==> src/rtl/scg_regs.vh <==
`ifndef SCG_REGS_VH
`define SCG_REGS_VH

// ****************************************************************
// Register offsets
// ****************************************************************
`define SCG_ADDR_W         4
`define SCG_OFS_CLKDIS     4'h0
`define SCG_OFS_PWRSTATE   4'h4
`define SCG_OFS_STATUS     4'h8

// ****************************************************************
// Field layouts and reset values
// ****************************************************************
`define SCG_NUM_OUT        5
`define SCG_CLKDIS_RST     5'h00
`define SCG_PSTATE_W       2
`define SCG_PSTATE_RST     2'h0
`define SCG_PSTATE_D0      2'h0
`define SCG_PSTATE_D1      2'h1
`define SCG_PSTATE_D2      2'h2
`define SCG_PSTATE_D3HOT   2'h3
`define SCG_STS_RUN_LSB    0
`define SCG_STS_B2_BIT     5
`define SCG_STS_STRAP_BIT  6
`define SCG_STS_PCLK_BIT   7

// ****************************************************************
// Timing
// ****************************************************************
`define SCG_PCLK_HALF      8'h04
`define SCG_HALF_W         8

`endif

==> src/rtl/scg_clk_gate.v <==
`timescale 1ns/1ps
`include "scg_regs.vh"

module scg_clk_gate (
    input  wire ref_clk_i,
    input  wire nrst_i,
    input  wire pclk_q_i,
    input  wire pclk_d_i,
    input  wire en_req_i,
    output wire clk_o,
    output wire en_o
);

    reg  en_q;
    reg  out_q;
    wire en_d;

    // Enable may only change while the primary phase is low
    assign en_d = pclk_q_i ? en_q : en_req_i;

    // Output follows primary phase, gated by the safe enable
    always @(posedge ref_clk_i or negedge nrst_i) begin
        if (!nrst_i) begin
            en_q  <= 1'b0;
            out_q <= 1'b0;
        end else begin
            en_q  <= en_d;
            out_q <= pclk_d_i & en_d;
        end
    end

    assign clk_o = out_q;
    assign en_o  = en_q;

endmodule

==> src/rtl/scg_top.v <==
// Strobed register access and the register offsets were decided locally.
`timescale 1ns/1ps
`include "scg_regs.vh"
// Functional notes
// - Upstream timing comes from primary clock
// - Downstream timing comes from secondary clock input
// - Five outputs phase-locked to primary clock
// - Disable bit stops its clock output
// - Strap high, D2/D3hot: outputs held low
// - Strap low: power state leaves clocks

module scg_top #(
    parameter NUM_OUT = `SCG_NUM_OUT,
    parameter HALF_W  = `SCG_HALF_W,
    parameter [`SCG_HALF_W-1:0] PCLK_HALF = `SCG_PCLK_HALF
) (
    input  wire                   ref_clk_i,
    input  wire                   nrst_i,
    input  wire [`SCG_ADDR_W-1:0] addr_i,
    input  wire [31:0]            wdata_i,
    input  wire                   wr_i,
    input  wire                   rd_i,
    output wire [31:0]            rdata_o,
    input  wire                   secondary_clock_in_i,
    input  wire                   power_clock_gate_strap_i,
    output wire [NUM_OUT-1:0]     secondary_clock_outputs_o,
    output wire                   primary_clock_o,
    output wire                   primary_tick_o,
    output wire                   secondary_tick_o,
    output wire                   b2_state_o
);

    // ****************************************************************
    // Declarations
    // ****************************************************************
    reg  [HALF_W-1:0]            cnt_q;
    reg  [HALF_W-1:0]            cnt_d;
    reg                          pclk_q;
    reg                          pclk_d;
    reg                          ptick_q;
    reg                          sin_q;
    reg                          stick_q;
    reg  [NUM_OUT-1:0]           clkdis_q;
    reg  [`SCG_PSTATE_W-1:0]     pstate_q;
    reg                          strap_q;
    reg                          strap_done_q;
    reg  [31:0]                  rdata_q;
    reg  [31:0]                  rdata_d;
    wire                         low_power;
    wire                         b2;
    wire [NUM_OUT-1:0]           en_req;
    wire [NUM_OUT-1:0]           en_now;
    wire [NUM_OUT-1:0]           clk_out;
    wire                         wr_clkdis;
    wire                         wr_pstate;

    // ****************************************************************
    // Address decode
    // ****************************************************************

    // True when the port address selects the given register offset
    function hit;
        input [`SCG_ADDR_W-1:0] addr;
        input [`SCG_ADDR_W-1:0] ofs;
        begin
            hit = (addr == ofs);
        end
    endfunction

    // Write strobes for the two writable registers
    assign wr_clkdis = wr_i & hit(addr_i, `SCG_OFS_CLKDIS);
    assign wr_pstate = wr_i & hit(addr_i, `SCG_OFS_PWRSTATE);

    // ****************************************************************
    // Primary clock phase generator
    // ****************************************************************

    // Divider: toggles the primary phase every PCLK_HALF cycles
    always @* begin
        cnt_d  = cnt_q + {{(HALF_W-1){1'b0}}, 1'b1};
        pclk_d = pclk_q;
        if (cnt_q == PCLK_HALF - {{(HALF_W-1){1'b0}}, 1'b1}) begin
            cnt_d  = {HALF_W{1'b0}};
            pclk_d = ~pclk_q;
        end
    end

    // Phase register and rising-edge enable for upstream logic
    always @(posedge ref_clk_i or negedge nrst_i) begin
        if (!nrst_i) begin
            cnt_q   <= {HALF_W{1'b0}};
            pclk_q  <= 1'b0;
            ptick_q <= 1'b0;
        end else begin
            cnt_q   <= cnt_d;
            pclk_q  <= pclk_d;
            ptick_q <= pclk_d & ~pclk_q;
        end
    end

    // ****************************************************************
    // Secondary clock input edge detect
    // ****************************************************************

    // Downstream enable is taken from the fed-back input, not the divider
    always @(posedge ref_clk_i or negedge nrst_i) begin
        if (!nrst_i) begin
            sin_q   <= 1'b0;
            stick_q <= 1'b0;
        end else begin
            sin_q   <= secondary_clock_in_i;
            stick_q <= secondary_clock_in_i & ~sin_q;
        end
    end

    // ****************************************************************
    // Strap capture
    // ****************************************************************

    // Strap sampled once on the first edge after reset release
    // A static board pin, so no synchroniser and no later re-capture
    always @(posedge ref_clk_i or negedge nrst_i) begin
        if (!nrst_i) begin
            strap_q      <= 1'b0;
            strap_done_q <= 1'b0;
        end else if (!strap_done_q) begin
            strap_q      <= power_clock_gate_strap_i;
            strap_done_q <= 1'b1;
        end
    end

    // ****************************************************************
    // Power management gating
    // ****************************************************************

    // Deep states are D2 and D3hot
    assign low_power = (pstate_q == `SCG_PSTATE_D2) || (pstate_q == `SCG_PSTATE_D3HOT);
    // Strap low keeps clocks running in any state
    assign b2        = strap_q & low_power;
    // Per-output enable request
    assign en_req    = ~clkdis_q & ~{NUM_OUT{b2}};

    // ****************************************************************
    // Output gates
    // ****************************************************************
    genvar gi;
    generate
        for (gi = 0; gi < NUM_OUT; gi = gi + 1) begin : g_gate
            scg_clk_gate u_gate (
                .ref_clk_i (ref_clk_i),
                .nrst_i    (nrst_i),
                .pclk_q_i  (pclk_q),
                .pclk_d_i  (pclk_d),
                .en_req_i  (en_req[gi]),
                .clk_o     (clk_out[gi]),
                .en_o      (en_now[gi])
            );
        end
    endgenerate

    // ****************************************************************
    // Register port
    // ****************************************************************

    // Configuration writes
    always @(posedge ref_clk_i or negedge nrst_i) begin
        if (!nrst_i) begin
            clkdis_q <= `SCG_CLKDIS_RST;
            pstate_q <= `SCG_PSTATE_RST;
        end else begin
            if (wr_clkdis) begin
                clkdis_q <= wdata_i[NUM_OUT-1:0];
            end
            if (wr_pstate) begin
                pstate_q <= wdata_i[`SCG_PSTATE_W-1:0];
            end
        end
    end

    // Read mux; unmapped offsets read zero
    always @* begin
        rdata_d = 32'h0000_0000;
        case (addr_i)
            `SCG_OFS_CLKDIS: begin
                rdata_d[NUM_OUT-1:0] = clkdis_q;
            end
            `SCG_OFS_PWRSTATE: begin
                rdata_d[`SCG_PSTATE_W-1:0] = pstate_q;
            end
            `SCG_OFS_STATUS: begin
                rdata_d[`SCG_STS_RUN_LSB+NUM_OUT-1:`SCG_STS_RUN_LSB] = en_now;
                rdata_d[`SCG_STS_B2_BIT]    = b2;
                rdata_d[`SCG_STS_STRAP_BIT] = strap_q;
                rdata_d[`SCG_STS_PCLK_BIT]  = pclk_q;
            end
            default: begin
                rdata_d = 32'h0000_0000;
            end
        endcase
    end

    // Read data valid only in the cycle after the strobe
    always @(posedge ref_clk_i or negedge nrst_i) begin
        if (!nrst_i) begin
            rdata_q <= 32'h0000_0000;
        end else if (rd_i) begin
            rdata_q <= rdata_d;
        end else begin
            rdata_q <= 32'h0000_0000;
        end
    end

    // ****************************************************************
    // Outputs
    // ****************************************************************
    assign rdata_o                   = rdata_q;
    assign secondary_clock_outputs_o = clk_out;
    assign primary_clock_o           = pclk_q;
    assign primary_tick_o            = ptick_q;
    assign secondary_tick_o          = stick_q;
    assign b2_state_o                = b2;

endmodule

==> config.mk <==
export PLATFORM = sky130hd
export DESIGN_NAME = scg_top
export DESIGN_NICKNAME = d
export VERILOG_FILES = /design/src/rtl/scg_clk_gate.v /design/src/rtl/scg_top.v
export VERILOG_INCLUDE_DIRS = /design/src /design/src/rtl
export SDC_FILE = /design/constraint.sdc
export NUM_CORES = 1
export LEC_CHECK = 0
export ABC_AREA = 1
export BUFFER_PORTS_ARGS = -buffer_cell sky130_fd_sc_hd__buf_2
export CAP_MARGIN = 20
export CORE_ASPECT_RATIO = 1.2
export CORE_UTILIZATION = 46
export CTS_CLUSTER_SIZE = 24
export DETAILED_ROUTE_END_ITERATION = 16
export PLACE_DENSITY = 0.82
export SLEW_MARGIN = 20
export SYNTH_ARGS = -nofsm -noshare
export SYNTH_HDL_FRONTEND = slang
export SYNTH_SLANG_ARGS = --single-unit
==> constraint.sdc <==
create_clock -name ref_clk_i -period 1.3 [get_ports ref_clk_i]
set_input_delay 0.13 -clock ref_clk_i [delete_from_list [all_inputs] [get_ports ref_clk_i]]
set_output_delay 0.13 -clock ref_clk_i [all_outputs]
set_load 0.005 [all_outputs]
# == Word level (Yosys, flattened, before mapping) ==
# Index checks and enable logic that the tools add are counted.
# totals
register_bits,63
in_bits,42
output_inout_bits,41
word_cells,54
# classes
addsub,1
eq_ne,5
n_mux,11
bitwise_logic,15
n_reduce_logical,2
# ops
operator,n
8-bit two-way mux,2
1-bit AND,10
5-bit NOT,2
"8-bit by 1-bit adder with 8-bit output, second input constant",1
"8-bit by 2-bit == test with 1-bit output, second input constant",1
1-bit two-way mux,6
2-bit one-hot mux with 3 select lines,1
3-bit one-hot mux with 2 select lines,1
5-bit AND,1
"2-bit == test, second input constant",2
"4-bit by 3-bit == test with 1-bit output, second input constant",1
"4-bit == test, second input constant",1
4-bit zero test,1
3-bit two-way mux,1
1-bit NOT,2
1-bit logical OR,1

# == Longest topological paths before layout ==
# depth
word_depth,7
mapped_depth,6

# == Hierarchy ==
# A second synthesis with hierarchy kept.
# unflattened
hier_cells,217
hier_area_um2,1896.8
# by_module_without_submodules
module,instances,cells_per_inst,area_each_um2,seq_area_each_um2
scg_top,1,162,1452.6,725.7
scg_clk_gate,5,11,88.8,50.0

# == Worst setup path after synthesis ==
# Ideal clock, no wire load.
# synth_timing
path_kind,flip-flop to flip-flop
startpoint,register cnt_q[0]
endpoint,register g_gate[0].u_gate.out_q
t_arrival_ns,1.143
t_required_ns,1.222
path_slack_ns,0.080
stages_incl_launch_ff,6
n_path_buf,0
path_cell_list,dfrtp_1 ha_1 nand2_1 nor2_1 ha_1 a21oi_1
# synth_via
elab_chain_cells,3
# synth_rtl
item,line,rtl
from (decl),scg_top.v:36,reg [HALF_W-1:0] cnt_q;
from (signal assigned),scg_top.v:91,cnt_q <= {HALF_W{1'b0}};
from (signal assigned),scg_top.v:95,cnt_q <= cnt_d;
8-bit by 2-bit == test with 1-bit output,scg_top.v:82,"if (cnt_q == PCLK_HALF - {{(HALF_W-1){1'b0}}, 1'b1}) begin"
1-bit two-way mux,scg_top.v:82,
1-bit AND,scg_clk_gate.v:28,out_q <= pclk_d_i & en_d;
to (signal assigned),scg_clk_gate.v:28,
to (decl),scg_clk_gate.v:15,reg out_q;
# No other way between the ends.
# A chain may end at the register's enable or synchronous reset.

# == Worst setup path in the final report ==
# layout_timing
startpoint,register cnt_q[0]
endpoint,register g_gate[1].u_gate.out_q
# layout_via
elab_chain_cells,3
# layout_rtl
item,line
8-bit by 2-bit == test with 1-bit output,scg_top.v:82
1-bit two-way mux,scg_top.v:82
1-bit AND,scg_clk_gate.v:28
to (signal assigned),scg_clk_gate.v:28
to (decl),scg_clk_gate.v:15
# No other way between the ends.

==> flow_summary.ini <==
[finish]
layout.nets = 278
diodes = 0
drive_above_1_share = 0.277
fin_cells = 287
area_growth_pct = 18.4

[worst_setup_path]
reg2reg_from = cnt_q[0]
rr_endpoint = g_gate[1].u_gate.clk_o
endpoint = g_gate[1].u_gate.clk_o
startpoint_type = register
r2r_cells = 5
worstPathRequired_ps = 1470
arrival_ps = 1430
critPathCaptureType = register
crit_start = cnt_q[0]
r2r_slack_ps = 40
worstSetupPathType = register to register
worstPathMaxFanout = 6

[floorplanning]
fp.dieW_um = 58.9
start_util = 0.488
die_h_um = 70.3
die_area_um2 = 4140
rows = 24
core_area_um2 = 3660
ioPinCount = 83

[clocking]
clk_latency_ps = 280
cts_tree = yes
clkTransAtPathRegs_ps = 70
cts_max_level = 2
clock-sinks = 39
cts_root_buf = clkbuf_8
post-cts-setup-buffers = 0
cts_max_path_buffers = 2
numCtsBuffers = 5

[power_and_ir_drop]
peakVddDrop_v = 0.000580
seq_power_share = 0.553
p_sw_frac = 0.239
pwr-share-clk = 0.344
p_leak_nw = 1.21
power.total_w = 0.00248
cellPowerDensity_nw_per_um2 = 1170
combinationalPowerShare = 0.103
power.internal_w = 0.00189
power.switching_w = 0.000594

[routing]
first_iter_violations = 23
drc_errors = 0
vias = 1240
routed_wl_mm = 2.98
drtAntennaViolNets = 0
wl_per_cell_um = 10.4
vias_per_cell = 4.32
first_pass_iters = 4

[hold_path]
hp-class = input port to register

[yosys]
syn_area_um2 = 1790
syn_inst = 191
yosys_register_bits = 39
synth_seq_area_share = 0.545
ys_warn_count = 0
ys_types = 20
synth_area_per_cell_um2 = 9.37

[sta]
finalHoldViolations = 0
setup_viol = 0
whs_ps = 54.9
fmax_mhz = 792
finalCritPeriodShare = 0.971
min_period_ps = 1260
clock_skew_ps = 1.57
final_max_slew_viol_count = 0

[place]
dp_cells = 277
place_hpwl_mm = 2.30
gp_congestion = 0.879
portBuffers = 31

[run_status]
status = completed

[grt]
antenna_found_initial = 0
grt_pass1_wl_mm = 5.17
grt_pass1_vias = 1251
overflow = 0
grt_usage = 0.169
grt_max_degree = 18

[job]
drv_cap = 0
-- power groups by stage --
stage	registers [W]	logic, W	clock network, W
6_report	0.00137	0.000257	0.000855
5_1_grt	0.00138	0.000301	0.000928
4_1_cts	0.00137	0.000253	0.000884
3_5_place_dp	0.00139	0.000246	0
3_3_place_gp	0.00139	0.000236	0
2_1_floorplan	0.00138	0.000202	0
-- synthesized netlist by cell type, drive strengths merged --
library cell  instances  area, um^2
a21oi                 6        30.0
buf                  30         223
conb                  2        7.51
dfrtp                39         976
ha                    2        25.0
inv                  23        86.3
mux2                  1        11.3
nand2                36         140
nand3                23         120
nor2                 18         104
nor3                  1        5.00
o21ai                 7        35.0
xor2                  3        26.3
-- final cells by class --
class | instances | area, um^2
sequential | 39 | 976
fill | 335 | 1550
multi-input combinational | 122 | 628
tap | 52 | 65.1
timing repair buffer | 43 | 263
inverter | 23 | 86.3
clock buffer | 8 | 100
-- state kept, by name, indices dropped and copies added, names as in the netlist, 2 cells and up --
name	flops
g_gate.u_gate.en_o	5
clkdis_q	5
rdata_o	8
pstate_q	2
g_gate.u_gate.clk_o	5
cnt_q	8
-- critical path, cell delays in order (launching register included) --
cell     delay [ps]
dfrtp_1         390
ha_1            220
nand2_1         120
nor2_4           60
ha_4            310
a21oi_1          50
-- routing by layer --
| layer | vias to the layer above | global-route usage | routed length (um) |
|---|---|---|---|
| met5 | - | 0 | 0 |
| met4 | 0 | 0.103 | 71 |
| met3 | 6 | 0.0370 | 108 |
| met2 | 41 | 0.292 | 1650 |
| met1 | 565 | 0.183 | 1150 |
| li1 | 628 | - | - |
-- cell families (layout without fill, tap and decap cells) --
family,count (synthesis),in the layout,share of synthesized area
buffers and inverters,53,74,0.173
AO/OA/AOI/OAI,13,13,0.0364
AND/OR/NAND/NOR,78,78,0.206
other,2,25,0.00420
flip-flops,39,39,0.545
XOR/XNOR,3,3,0.0147
adder cells (fa/ha/maj),2,2,0.0140
multiplexers,1,1,0.00629
-- cells in the final DEF, fill, tap and decap left out, types with 4 or more instances in the layout --
cell      instances
dfrtp_1          39
nand2_1          34
nand3_1          22
o21ai_0           7
buf_2            31
inv_1            22
clkbuf_8          7
buf_4             9
nor2_1           11
conb_1           25
a21oi_2           4
-- per-stage QoR --
stage	TNS [ps]	instance area [um^2]	worst slack [ps]	utilization
2_1_floorplan	0	1880	79.8	-
3_3_place_gp	-88.1	1960	-42.9	0.535
3_5_place_dp	-253	1960	-78.3	0.535
4_1_cts	0	2100	20.2	0.573
5_1_grt	-74.0	2120	-16.8	0.578
6_report	0	2120	37.4	0.578
-- worst min path at each step --
| stage | startpoint | slack (ps) | endpoint | cells past startpoint |
|---|---|---|---|---|
| CTS | wdata_i[2] | 50 | clkdis_q[2] | 3 |
| global route | wdata_i[0] | 70 | pstate_q[0] | 3 |
| finish | wdata_i[2] | 50 | clkdis_q[2] | 3 |
| floorplan | nrst_i | -170 | clkdis_q[0] | 0 |
| global placement | nrst_i | 70 | strap_done_q | 1 |
| detailed placement | nrst_i | 70 | strap_q | 1 |
-- repair_timing --
action                     CTS  global route
pin swaps                    0             1
resized for setup            4             5
hold endpoints to repair    16             0
hold buffers                 2             0
setup endpoints to repair    6             6
No activity file was read; power rests on OpenSTA's default activity.
